--- src/chg_regs.svh ---
// Purpose: constants for the charger mode controller
// Assumes: 20 MHz clock, 1 ms timer tick
// Notes:   offsets are byte addresses on the register bus
//
// Overview of operation
// - temperature out of window suspends charging; both status outputs off.
// - during temperature suspend the safety timer keeps its present count.
// - thermistor checked only while charging, never without a power source; the code also checks it in charge interrupt.
// - floating thermistor input counts as above the upper temperature limit.
// - disable pin high interrupts charging; low resumes; may be tied low.
// - in charge interrupt the timer holds and both status outputs are off.
// - regulator variant: thermistor floating on adapter, regulator mode.
// - regulator mode never entered while running from bus power.
// - no regulator variant: floating thermistor gives temperature suspend.
// - timer variant: select high gives five hours, low gives ten hours.
// - on bus power select sets current and timer; on adapter only timer.
// - thermistor must float for the deglitch interval before regulator mode.
// - temperature suspend reachable only from prequal, full, top-off, done and interrupt.
// - bad battery holds until the input power source is removed.
// - source selection tries the adapter first, then bus power.
// - status: off/off idle, on/off charging, off/on done, on/on fault.
// - an on status output pulls its pin low; off releases it.
// - held timer resumes its count only when the same phase returns.
`ifndef CHG_REGS_SVH
`define CHG_REGS_SVH

// =====================================================================
// register map
`define CHG_CTRL_OFS       4'h0
`define CHG_STAT_OFS       4'h4
`define CHG_TIMER_OFS      4'h8
`define CHG_CTRL_LDO_BIT   0
`define CHG_CTRL_SEL_BIT   1
`define CHG_CTRL_RST       2'h0
`define CHG_STAT_SRC_LSB   10
`define CHG_STAT_PIN_LSB   12

// =====================================================================
// timing
`define CHG_CLK_NS         50
`define CHG_TICK_NS        1000000
`define CHG_MS_PER_MIN     60000
`define CHG_MS_PER_HR      3600000
`define CHG_PREQUAL_MIN    30
`define CHG_FULL_SHORT_HR  5
`define CHG_FULL_LONG_HR   10
`define CHG_TOPOFF_SHORT_MIN 30
`define CHG_TOPOFF_LONG_MIN  60
`define CHG_DEGLITCH_MS    300

`endif

--- src/chg_pkg.sv ---
// Purpose: shared types of the charger mode controller
// Assumes: nothing
// Notes:   states are one-hot
`default_nettype none
package chg_pkg;
   typedef enum logic [9:0] {
      ST_PWRDN   = 10'h001,
      ST_SRCSEL  = 10'h002,
      ST_PREQUAL = 10'h004,
      ST_FULL    = 10'h008,
      ST_TOPOFF  = 10'h010,
      ST_DONE    = 10'h020,
      ST_SUSPEND = 10'h040,
      ST_INTR    = 10'h080,
      ST_BADBAT  = 10'h100,
      ST_LDO     = 10'h200
   } chg_state_e;
   typedef enum logic [1:0] {
      SRC_NONE = 2'h0,
      SRC_WALL = 2'h1,
      SRC_BUS  = 2'h2
   } chg_src_e;
   typedef logic [25:0] chg_count_t;
endpackage
`default_nettype wire

--- src/chg_mode_ctrl.sv ---
// Purpose: mode control of a single-cell charger
// Assumes: pins are asynchronous; comparators give clean levels
// Notes:   timer limits are parameters so simulation can shorten them
`timescale 1ns/100ps
`default_nettype none
`include "chg_regs.svh"
module chg_mode_ctrl
   import chg_pkg::*;
#(
   parameter int unsigned TICK_CYC       = `CHG_TICK_NS / `CHG_CLK_NS,
   parameter int unsigned PREQUAL_TICKS  =
      `CHG_PREQUAL_MIN * `CHG_MS_PER_MIN,
   parameter int unsigned FULL_SHORT_TICKS =
      `CHG_FULL_SHORT_HR * `CHG_MS_PER_HR,
   parameter int unsigned FULL_LONG_TICKS =
      `CHG_FULL_LONG_HR * `CHG_MS_PER_HR,
   parameter int unsigned TOPOFF_SHORT_TICKS =
      `CHG_TOPOFF_SHORT_MIN * `CHG_MS_PER_MIN,
   parameter int unsigned TOPOFF_LONG_TICKS =
      `CHG_TOPOFF_LONG_MIN * `CHG_MS_PER_MIN,
   parameter int unsigned DEGLITCH_TICKS = `CHG_DEGLITCH_MS
)
(
   input  wire logic        ref_clk_in,
   input  wire logic        nrst_in,
   input  wire logic [3:0]  avs_address_in,
   input  wire logic        avs_read_in,
   input  wire logic        avs_write_in,
   input  wire logic [31:0] avs_writedata_in,
   input  wire logic [3:0]  avs_byteenable_in,
   output logic [31:0]      avs_readdata_out,
   output logic             avs_waitrequest_out,
   input  wire logic        charge_disable_in,
   input  wire logic        rate_select_in,
   input  wire logic        temp_hot_in,
   input  wire logic        temp_cold_in,
   input  wire logic        thermistor_sense_float_in,
   input  wire logic        wall_adapter_input_in,
   input  wire logic        bus_power_input_in,
   input  wire logic        batt_full_rate_in,
   input  wire logic        end_of_charge_in,
   input  wire logic        topoff_current_in,
   input  wire logic        below_recharge_threshold_in,
   output logic             status_out_a_out,
   output logic             status_out_a_oe_out,
   output logic             status_out_b_out,
   output logic             status_out_b_oe_out,
   output logic             charge_enable_out,
   output logic             linear_regulator_mode_out,
   output logic             high_current_out,
   output logic             source_wall_out,
   output logic             source_bus_out
);
   // =====================================================================
   // helpers
   function automatic logic [1:0] chg_status(input chg_state_e st);
      logic [1:0] s;
      s = 2'h0;
      unique case (st)
         ST_PREQUAL, ST_FULL, ST_TOPOFF: s = 2'h2;
         ST_DONE:                        s = 2'h1;
         ST_BADBAT, ST_LDO:              s = 2'h3;
         default:                        s = 2'h0;
      endcase
      return s;
   endfunction

   function automatic logic chg_charging(input chg_state_e st);
      return (st == ST_PREQUAL) || (st == ST_FULL) ||
             (st == ST_TOPOFF) || (st == ST_DONE);
   endfunction

   function automatic logic chg_timing(input chg_state_e st);
      return (st == ST_PREQUAL) || (st == ST_FULL) || (st == ST_TOPOFF);
   endfunction

   localparam chg_count_t PREQ_LIM = 26'(PREQUAL_TICKS);
   localparam chg_count_t FULL_S   = 26'(FULL_SHORT_TICKS);
   localparam chg_count_t FULL_L   = 26'(FULL_LONG_TICKS);
   localparam chg_count_t TOP_S    = 26'(TOPOFF_SHORT_TICKS);
   localparam chg_count_t TOP_L    = 26'(TOPOFF_LONG_TICKS);
   localparam chg_count_t DG_LIM   = 26'(DEGLITCH_TICKS);
   localparam logic [14:0] TICK_LAST = 15'(TICK_CYC - 1);

   // =====================================================================
   // pin synchronisers
   logic [10:0] sync1_reg;
   logic [10:0] sync2_reg;
   logic [10:0] sync1_next;
   logic [10:0] sync2_next;

   always_comb begin
      sync1_next = {charge_disable_in, rate_select_in, temp_hot_in,
                    temp_cold_in, thermistor_sense_float_in,
                    wall_adapter_input_in, bus_power_input_in,
                    batt_full_rate_in, end_of_charge_in,
                    topoff_current_in, below_recharge_threshold_in};
      sync2_next = sync1_reg;
   end

   always_ff @(posedge ref_clk_in) begin
      if (!nrst_in) begin
         sync1_reg <= '0;
         sync2_reg <= '0;
      end else begin
         sync1_reg <= sync1_next;
         sync2_reg <= sync2_next;
      end
   end

   logic dis_s, sel_s, hot_s, cold_s, float_s, wall_s, bus_s;
   logic vfull_s, eoc_s, topc_s, restart_s;
   assign {dis_s, sel_s, hot_s, cold_s, float_s, wall_s, bus_s,
           vfull_s, eoc_s, topc_s, restart_s} = sync2_reg;

   // =====================================================================
   // control register and tick prescaler
   logic [1:0]  ctrl_reg;
   logic [1:0]  ctrl_next;
   logic [14:0] pre_reg;
   logic [14:0] pre_next;
   logic        tick;
   logic        bus_req;
   logic        ack_reg;
   logic        ack_next;
   logic [31:0] rdata_reg;
   logic [31:0] rdata_next;

   assign tick = (pre_reg == TICK_LAST);
   assign bus_req = avs_read_in || avs_write_in;

   // =====================================================================
   // mode state machine
   chg_state_e state_reg, state_next;
   chg_state_e resume_reg, resume_next;
   chg_state_e phase_reg, phase_next;
   chg_src_e   src_reg, src_next;
   logic [1:0] stat_reg, stat_next;
   logic [5:0] out_reg, out_next;
   chg_count_t tmr_count;
   chg_count_t dg_count;
   chg_count_t tmr_lim;
   logic       temp_bad, src_ok, ldo_go, tmr_clear, tmr_en, expired;
   logic       dg_clear, dg_en;

   always_comb begin
      temp_bad = hot_s || cold_s || float_s;
      src_ok = (src_reg == SRC_WALL && wall_s) ||
               (src_reg == SRC_BUS && bus_s);
      ldo_go = ctrl_reg[`CHG_CTRL_LDO_BIT] && src_reg == SRC_WALL &&
               float_s && dg_count >= DG_LIM;
      unique case (state_reg)
         ST_PREQUAL: tmr_lim = PREQ_LIM;
         ST_FULL: tmr_lim = (ctrl_reg[`CHG_CTRL_SEL_BIT] && !sel_s) ?
                            FULL_L : FULL_S;
         ST_TOPOFF: tmr_lim = (ctrl_reg[`CHG_CTRL_SEL_BIT] && !sel_s) ?
                              TOP_L : TOP_S;
         default: tmr_lim = '1;
      endcase
      expired = tmr_count >= tmr_lim;
      state_next = state_reg;
      resume_next = resume_reg;
      src_next = src_reg;
      unique case (state_reg)
         ST_PWRDN: begin
            src_next = SRC_NONE;
            if (wall_s || bus_s) begin
               state_next = ST_SRCSEL;
            end
         end
         ST_SRCSEL: begin
            if (wall_s) begin
               src_next = SRC_WALL;
               state_next = ST_PREQUAL;
            end else if (bus_s) begin
               src_next = SRC_BUS;
               state_next = ST_PREQUAL;
            end else begin
               state_next = ST_PWRDN;
            end
         end
         ST_PREQUAL, ST_FULL, ST_TOPOFF, ST_DONE: begin
            if (ldo_go) begin
               state_next = ST_LDO;
            end else if (temp_bad) begin
               state_next = ST_SUSPEND;
               resume_next = state_reg;
            end else if (dis_s) begin
               state_next = ST_INTR;
               resume_next = state_reg;
            end else if (state_reg == ST_PREQUAL) begin
               if (vfull_s) begin
                  state_next = ST_FULL;
               end else if (expired) begin
                  state_next = ST_BADBAT;
               end
            end else if (state_reg == ST_FULL) begin
               if (eoc_s) begin
                  state_next = ST_TOPOFF;
               end else if (expired) begin
                  state_next = ST_BADBAT;
               end
            end else if (state_reg == ST_TOPOFF) begin
               if (topc_s || expired) begin
                  state_next = ST_DONE;
               end
            end else if (restart_s) begin
               state_next = ST_FULL;
            end
         end
         ST_SUSPEND: begin
            if (ldo_go) begin
               state_next = ST_LDO;
            end else if (!temp_bad) begin
               state_next = dis_s ? ST_INTR : resume_reg;
            end
         end
         ST_INTR: begin
            if (ldo_go) begin
               state_next = ST_LDO;
            end else if (temp_bad) begin
               state_next = ST_SUSPEND;
            end else if (!dis_s) begin
               state_next = resume_reg;
            end
         end
         ST_BADBAT: state_next = ST_BADBAT;
         ST_LDO: begin
            if (!float_s) begin
               state_next = ST_SRCSEL;
            end
         end
         default: state_next = ST_PWRDN;
      endcase
      // losing the source ends everything, bad battery included
      if (state_reg != ST_PWRDN && state_reg != ST_SRCSEL && !src_ok) begin
         state_next = ST_PWRDN;
         src_next = SRC_NONE;
      end
      // timer belongs to one phase; a different phase starts it afresh
      if (chg_charging(state_next)) begin
         phase_next = state_next;
      end else if (state_next == ST_SUSPEND || state_next == ST_INTR) begin
         phase_next = phase_reg;
      end else begin
         phase_next = ST_PWRDN;
      end
      tmr_clear = chg_charging(state_next) &&
                  state_next != phase_reg;
      tmr_en = tick && chg_timing(state_reg) &&
               state_next == state_reg;
      dg_clear = !float_s || src_reg != SRC_WALL;
      dg_en = tick && ctrl_reg[`CHG_CTRL_LDO_BIT];
      stat_next = chg_status(state_next);
      out_next = {chg_timing(state_next), state_next == ST_LDO,
                  src_next == SRC_BUS && sel_s,
                  src_next == SRC_WALL, src_next == SRC_BUS, 1'b0};
   end

   always_ff @(posedge ref_clk_in) begin
      if (!nrst_in) begin
         state_reg <= ST_PWRDN;
         resume_reg <= ST_PWRDN;
         phase_reg <= ST_PWRDN;
         src_reg <= SRC_NONE;
         stat_reg <= 2'h0;
         out_reg <= 6'h00;
      end else begin
         state_reg <= state_next;
         resume_reg <= resume_next;
         phase_reg <= phase_next;
         src_reg <= src_next;
         stat_reg <= stat_next;
         out_reg <= out_next;
      end
   end

   chg_hold_counter u_safety_timer (
      .ref_clk_in (ref_clk_in),
      .nrst_in    (nrst_in),
      .clear_in   (tmr_clear),
      .enable_in  (tmr_en),
      .count_out  (tmr_count)
   );

   chg_hold_counter u_deglitch (
      .ref_clk_in (ref_clk_in),
      .nrst_in    (nrst_in),
      .clear_in   (dg_clear),
      .enable_in  (dg_en),
      .count_out  (dg_count)
   );

   // =====================================================================
   // outputs
   assign status_out_a_out    = 1'b0;
   assign status_out_b_out    = 1'b0;
   assign status_out_a_oe_out = stat_reg[1];
   assign status_out_b_oe_out = stat_reg[0];
   assign charge_enable_out   = out_reg[5];
   assign linear_regulator_mode_out = out_reg[4];
   assign high_current_out    = out_reg[3];
   assign source_wall_out     = out_reg[2];
   assign source_bus_out      = out_reg[1];

   // =====================================================================
   // register bus slave
   always_comb begin
      pre_next = tick ? 15'h0000 : pre_reg + 15'h0001;
      ack_next = bus_req && !ack_reg;
      ctrl_next = ctrl_reg;
      rdata_next = rdata_reg;
      // a write lands where waitrequest is seen low
      if (avs_write_in && ack_reg && avs_address_in == `CHG_CTRL_OFS &&
          avs_byteenable_in[0]) begin
         ctrl_next = avs_writedata_in[1:0];
      end
      if (bus_req && !ack_reg) begin
         rdata_next = 32'h0000_0000;
         if (avs_read_in) begin
            unique case (avs_address_in)
               `CHG_CTRL_OFS: rdata_next = {30'h0, ctrl_reg};
               `CHG_STAT_OFS: rdata_next = {18'h0, stat_reg, src_reg,
                                            state_reg};
               `CHG_TIMER_OFS: rdata_next = {6'h00, tmr_count};
               default: rdata_next = 32'h0000_0000;
            endcase
         end
      end
   end

   always_ff @(posedge ref_clk_in) begin
      if (!nrst_in) begin
         pre_reg <= 15'h0000;
         ack_reg <= 1'b0;
         ctrl_reg <= `CHG_CTRL_RST;
         rdata_reg <= 32'h0000_0000;
      end else begin
         pre_reg <= pre_next;
         ack_reg <= ack_next;
         ctrl_reg <= ctrl_next;
         rdata_reg <= rdata_next;
      end
   end

   assign avs_waitrequest_out = bus_req && !ack_reg;
   assign avs_readdata_out    = rdata_reg;
endmodule // chg_mode_ctrl
`default_nettype wire

--- src/chg_hold_counter.sv ---
// Purpose: tick counter that holds its count while not enabled
// Assumes: enable is a one-cycle tick
// Notes:   clear wins over enable
`timescale 1ns/100ps
`default_nettype none
module chg_hold_counter
   import chg_pkg::*;
(
   input  wire logic       ref_clk_in,
   input  wire logic       nrst_in,
   input  wire logic       clear_in,
   input  wire logic       enable_in,
   output logic [25:0]     count_out
);
   chg_count_t count_reg;
   chg_count_t count_next;

   // =====================================================================
   // count
   always_comb begin
      count_next = count_reg;
      if (clear_in) begin
         count_next = '0;
      end else if (enable_in && count_reg != '1) begin
         count_next = count_reg + 26'h1;
      end
   end

   always_ff @(posedge ref_clk_in) begin
      if (!nrst_in) begin
         count_reg <= '0;
      end else begin
         count_reg <= count_next;
      end
   end

   assign count_out = count_reg;
endmodule // chg_hold_counter
`default_nettype wire

--- config.mk ---
export PLATFORM = sky130hd
export DESIGN_NAME = chg_mode_ctrl
export DESIGN_NICKNAME = d
export VERILOG_FILES = /design/src/chg_pkg.sv /design/src/chg_mode_ctrl.sv /design/src/chg_hold_counter.sv
export VERILOG_INCLUDE_DIRS = /design/src
export SDC_FILE = /design/constraint.sdc
export NUM_CORES = 1
export LEC_CHECK = 0
export ABC_AREA = 1
export BUFFER_PORTS_ARGS = -buffer_cell sky130_fd_sc_hd__clkbuf_2
export CAP_MARGIN = 20
export CORE_MARGIN = 3
export CORE_UTILIZATION = 66
export CTS_BUF_LIST = sky130_fd_sc_hd__clkbuf_8
export CTS_CLUSTER_DIAMETER = 120
export CTS_CLUSTER_SIZE = 16
export DETAILED_ROUTE_END_ITERATION = 10
export GPL_TIMING_DRIVEN = 0
export PLACE_DENSITY = 0.88
export SLEW_MARGIN = 20
export SYNTH_ARGS = -nofsm -noshare
export SYNTH_HDL_FRONTEND = slang
export SYNTH_SLANG_ARGS = --single-unit
--- constraint.sdc ---
create_clock -name ref_clk_in -period 6.8 [get_ports ref_clk_in]
set_clock_uncertainty 0.2 [all_clocks]
set_input_delay 0.68 -clock ref_clk_in [delete_from_list [all_inputs] [get_ports ref_clk_in]]
set_output_delay 0.68 -clock ref_clk_in [all_outputs]
set_load 0.03 [all_outputs]
After elaboration in Yosys (flattened, before gate mapping):

Cells that the tools add are included.

* bits in registers: 163
* ROM bits: 0
* memory bits (writable): 0
* input bits: 55
* logic and storage cells: 134
* memories: 0
* bits in latches: 0

* bitwise gates (word level): 2
* multipliers: 0
* div/mod/pow operators: 0
* add/subtract/negate cells: 3
* multiplexer cells: 36
* eq/ne operators: 33
* shift-type cells: 0
* order comparisons: 2
* reduce and logical (&&, ||, !) cells: 44

Operators with widths (number)
* 10-bit 2-to-1 mux: 23
* 26-bit one-hot mux with 3 select lines: 2
* 10-bit one-hot mux with 7 select lines: 1
* 26-bit by 1-bit adder with 26-bit output (second input constant): 2
* 26-bit 2-to-1 mux: 2
* 26-bit inequality test (second input constant): 2
* 26-bit greater-or-equal comparator: 1
* 26-bit by 9-bit greater-or-equal comparator with 1-bit output (second input constant): 1
* 22-bit 2-to-1 mux: 1
* 10-bit == test (second input constant): 2
* 10-bit by 3-bit == test with 1-bit output (second input constant): 2
* 10-bit by 4-bit == test with 1-bit output (second input constant): 2
* 10-bit by 5-bit == test with 1-bit output (second input constant): 2
* 10-bit by 6-bit == test with 1-bit output (second input constant): 2
* 10-bit by 7-bit == test with 1-bit output (second input constant): 2
* 10-bit by 8-bit == test with 1-bit output (second input constant): 2
* 10-bit by 9-bit == test with 1-bit output (second input constant): 2
* 1-bit logical AND: 19
* 15-bit by 1-bit adder with 15-bit output (second input constant): 1
* 15-bit == test (second input constant): 1
* 1-bit logical OR: 13
* 10-bit by 1-bit == test with 1-bit output (second input constant): 1
* 10-bit == test: 1
* 10-bit by 2-bit == test with 1-bit output (second input constant): 1
* other kinds (20): 32

Depth between registers and ports, before layout:

* depth in word-level cells: 21
* depth in mapped cells: 36

Hierarchy:

A second synthesis with hierarchy kept.

* cell total of the unflattened synthesis: 1397
* area, all modules: 9187.6 um2

Modules (own cells, without submodules)
* chg_mode_ctrl: instances 1, cells each 871, area each 6047.0 um2, seq. area each 2102.0 um2
* chg_hold_counter: instances 2, cells each 263, area each 1570.3 um2, seq. area each 520.5 um2

Worst setup path after synthesis:

Ideal clock, no wire load.

* kind: register to register
* start point: register state_reg[2]
* end point: register u_safety_timer.count_reg[0] (netlist: u_safety_timer.count_out[0])
* stages on the path, launching flop included: 34
* required time: 6.485 ns
* setup slack: 2.881 ns
* arrival time: 3.603 ns
* cells stage by stage: dfxtp_1 -> buf_6 -> inv_2 -> nor2_1 -> inv_2 -> nor3_4 -> inv_2 -> nand2_1 -> nor2_2 -> inv_1 -> o21ai_0 -> nor2_1 -> ha_1 -> nand2_1 -> inv_1 -> nand3_1 -> nor3_1 -> nand4_1 -> nand3_1 -> nand2_1 -> nand4_2 -> inv_1 -> nand2_1 -> nand3_2 -> nand2_2 -> nand2_2 -> nand2_1 -> nor2_4 -> nand3_1 -> nand3_4 -> nand2_4 -> nand2_4 -> buf_6 -> a21oi_2

* word-level cells in the longest chain between the ends: 19
* elaborated cells between the ends (all ways): 54

RTL lines
* from (decl): line chg_mode_ctrl.sv:134 `chg_state_e state_reg, state_next;`
* from (signal assigned): line chg_mode_ctrl.sv:269 `state_reg <= state_next;`
* 10-bit by 5-bit == test with 1-bit output (tied with other cells)
* 26-bit one-hot mux with 3 select lines: line chg_mode_ctrl.sv:152 `unique case (state_reg)`
* 26-bit greater-or-equal comparator: line chg_mode_ctrl.sv:160 `expired = tmr_count >= tmr_lim;`
* 1-bit logical OR: line chg_mode_ctrl.sv:204 `if (topc_s || expired) begin`
* 10-bit 2-to-1 mux: line chg_mode_ctrl.sv:204
* 10-bit 2-to-1 mux: line chg_mode_ctrl.sv:203 `end else if (state_reg == ST_TOPOFF) begin`
* 10-bit 2-to-1 mux: line chg_mode_ctrl.sv:197 `end else if (state_reg == ST_FULL) begin`
* 10-bit 2-to-1 mux: line chg_mode_ctrl.sv:191 `end else if (state_reg == ST_PREQUAL) begin`
* (+2 left out)
* 10-bit 2-to-1 mux: line chg_mode_ctrl.sv:183 `if (ldo_go) begin`
* 10-bit one-hot mux with 7 select lines: line chg_mode_ctrl.sv:164 `unique case (state_reg)`
* 10-bit 2-to-1 mux: line chg_mode_ctrl.sv:236 `if (state_reg != ST_PWRDN && state_reg != ST_SRCSEL && !src_ok) begin`
* 10-bit by 3-bit == test with 1-bit output / 10-bit by 4-bit == test with 1-bit output (equally long branches): line chg_mode_ctrl.sv:69 `return (st == ST_PREQUAL) || (st == ST_FULL) ||`
* 1-bit logical OR (2 in a row): line chg_mode_ctrl.sv:69
* 1-bit logical OR: line chg_mode_ctrl.sv:70 `(st == ST_TOPOFF) || (st == ST_DONE);`
* 1-bit logical AND: line chg_mode_ctrl.sv:248 `tmr_clear = chg_charging(state_next) &&`
* 2-bit OR reduction (no line)
* to (signal assigned): line chg_hold_counter.sv:33 `count_reg <= count_next;`
* to (decl): line chg_hold_counter.sv:15 `chg_count_t count_reg;`

Several ways; a longest one is shown, not always the timed one.
A chain may end at the register's enable or synchronous reset.

Final worst setup path:

* start point: register state_reg[1]
* end point: register u_safety_timer.count_reg[16] (netlist: u_safety_timer.count_out[16])

The elaborated chain is that of the path after synthesis.

==> flow_summary.yaml <==
timing:
  fmaxAchievable_ghz: 0.193
  slew_viol_final: 0
  period_needed_ns: 5.17
  finalHoldViolations: 0
  max_slew.worst_pin.slew_ns: 0.834
  finalSetupTns_ns: 0
  setup_viol: 0
  period_utilization_post_route_pct: 76.0
  timing.final.ws_setup_ns: 1.63
  rsz0062_at_grt: "no"
  hold-worst-slack_ns: 0.181
  slew-limit-headroom_pct: 43.8
placement:
  place.gp.congestion: 1.03
  detailedPlacementHpwl_um: 17800
  pre_cts_slack_ns: 1.89
  port_buffers: 55
  number_of_placed_cells_counting_well_taps: 1517
  placedInstanceArea_um2: 9390
critical_path:
  cp_max_fo: 10
  worst_setup_path_start_kind: "flip-flop"
  crit_path_max_incr_delay_ns: 0.45
  crit_path_top_delay_cell: "dfxtp_1"
  critPathMostFrequentCell: "nand2_1"
  timing.critical_path.to_type: "flip-flop"
  critPathKind: "flip-flop to flip-flop"
  worstPathArrival_ns: 5.37
  critPathRequiredTime_ns: 7.00
detailed_routing:
  iteration_0_drc_count_of_the_detailed_router: 947
  route.detailed.wl_per_inst_um: 15.5
  wl_um: 24000
  route.vias.total: 9066
  avgViaCountPerCell: 5.85
  drt_drc_violations_left: 0
  drt.antenna.violating_nets: 0
  drt-pass1-iter-count: 6
final_layout:
  layout-drive-gt1-share_pct: 14.1
  num_antenna_cells: 0
  layout.cells.most_common: "nand2_1"
  net_count_final: 1446
  area.growth.synth_to_final_pct: 10.5
  most-common-layout-cells: "nand2_1, inv_1, dfxtp_1"
  core_util_final_pct: 76.1
  finish.instance_area_um2: 9800
  layout.cells.non_filler: 1549
floorplan:
  die-height_um: 122
  floorplan.initialDensity_pct: 68.9
  core-area_um2: 12900
  placement_rows: 41
  floorplan.die.width_um: 122
  dieArea_um2: 14900
  top_level_pins: 97
power_and_ir_drop:
  relative_contribution_of_sequential_cells_to_total_power_pct: 51.1
  comb_power_share_pct: 9.4
  total_power_consumption_of_the_routed_design_mw: 1.83
  lkg_pwr_nw: 4.06
  switching_share_pct: 28.3
  internal-power_mw: 1.32
  net-switching-power_uw: 518
  powerDensity_nw_per_um2: 187
  ir_worst_vdd_uv: 186
  fraction_of_power_consumed_by_the_clock_network_pct: 39.5
cts:
  clkSlewWorstSetupHoldPaths_ns: 0.10
  holdBufCountCts: 0
  max-clock-path-buffers: 2
  cts.repair_timing.setup_buffer_count: 0
  numCtsBuffers: 17
  clk-insertion-delay-late_ns: 0.48
  cts-resized-gates: 0
  htree_num_levels: 4
  clockRootBuffer: "clkbuf_8"
  clock_sink_count: 157
  cts_tree: "yes"
global_route:
  antenna_violations_before_repair: 1
  global_route_wire_length_before_repair_um: 37800
  grt_max_degree: 17
  grt_remaining_overflow: 0
  number_of_global_route_vias_before_repair: 7932
  gr-usage-all-layers_pct: 32.1
yosys:
  number_of_warnings_issued_by_yosys: 0
  synth_edf_count: 0
  synthSimpleGateAreaFrac_pct: 34.1
  syn-cell-area_um2: 8870
  xor_xnor_fraction_of_synth_area_pct: 0.889
  postSynthAreaPerCell_um2: 6.91
  synth_top_family_by_area: "simple AND/OR/NAND/NOR gates"
  count_of_different_cell_masters_after_synthesis: 59
  synth_top_flop_cell: "dfxtp_1"
  synth_async_sr_flop_share_pct: 0
  synth_compound_area_share_pct: 14.2
  synthAdderAreaFrac_pct: 3.81
  postSynthCellCount: 1283
  synth.area.mux_share_pct: 0
  synth_seq_cells: 157
  synth_sequential_area_ratio_pct: 35.4
worst_hold_path:
  class_of_the_tightest_hold_or_removal_check: "input port to flip-flop"
outcome:
  status: "complete, no violations"
flow_run:
  drv_cap: 0
[critical path: cells and delay by family (launching register included)]
kind	cells	cell delay, ns
buf+inv	3	0.53
fa+ha+maj	1	0.20
simple gates	23	3.38
compound gates	2	0.30
flops	1	0.45
[area by class of cell]
cell class | count | area, um2
clock inverters | 15 | 180
clock buffers | 17 | 234
plain buffers | 46 | 262
multi-input cells | 884 | 4730
repair buffers | 55 | 275
well taps | 172 | 215
flip-flops and latches | 157 | 3140
inverters | 203 | 762
fillers | 1018 | 3080
[final timing paths]
| check | cells past startpoint | to | slack, ns | startpoint |
|---|---|---|---|---|
| min reg2reg | 2 | sync2_reg[3]$_SDFF_PN0_ | 0.21 | sync1_reg[3]$_SDFF_PN0_ |
| max | 29 | u_safety_timer.count_out[16]$_SDFFE_PP0P_ | 1.63 | state_reg[1]$_SDFF_PN0_ |
| min | 3 | sync1_reg[10]$_SDFF_PN0_ | 0.18 | charge_disable_in |
| max reg2reg | 29 | u_safety_timer.count_out[16]$_SDFFE_PP0P_ | 1.63 | state_reg[1]$_SDFF_PN0_ |
[synth_stat cells (all sizes together), types with 22 or more instances]
cell    instances  area, um2
nor3           38        218
o21ai          43        215
ha             27        338
a21oi          94        538
nor2          145        629
nand3          91        503
nand2         280       1110
nand4          54        344
clkbuf         25       93.8
dfxtp         157       3140
o22ai          22        138
inv           202        758
[logic make-up (layout without fill, tap and decap cells)]
logic type / Yosys count / count (layout)
AO/OA/AOI/OAI: 204 / 204
XOR/XNOR: 9 / 9
adder cells (fa/ha/maj): 27 / 27
buffers and inverters: 249 / 336
flip-flops: 157 / 157
other: 1 / 8
AND/OR/NAND/NOR: 636 / 636
[layer usage]
layer	track usage, %	part of all wire (%)
met1	42.5	41
met4	11.9	3.0
met5	0	0.029
met3	11.0	13
met2	48.6	43
[power by group through the flow]
stage	logic (mW)	clock network (mW)	registers (mW)
floorplan	0.127	0	0.955
global placement	0.165	0	0.958
detailed placement	0.168	0	0.958
CTS	0.169	0.736	0.937
global route	0.189	0.765	0.939
finish	0.173	0.724	0.937
No activity file was read; power rests on OpenSTA's default activity.
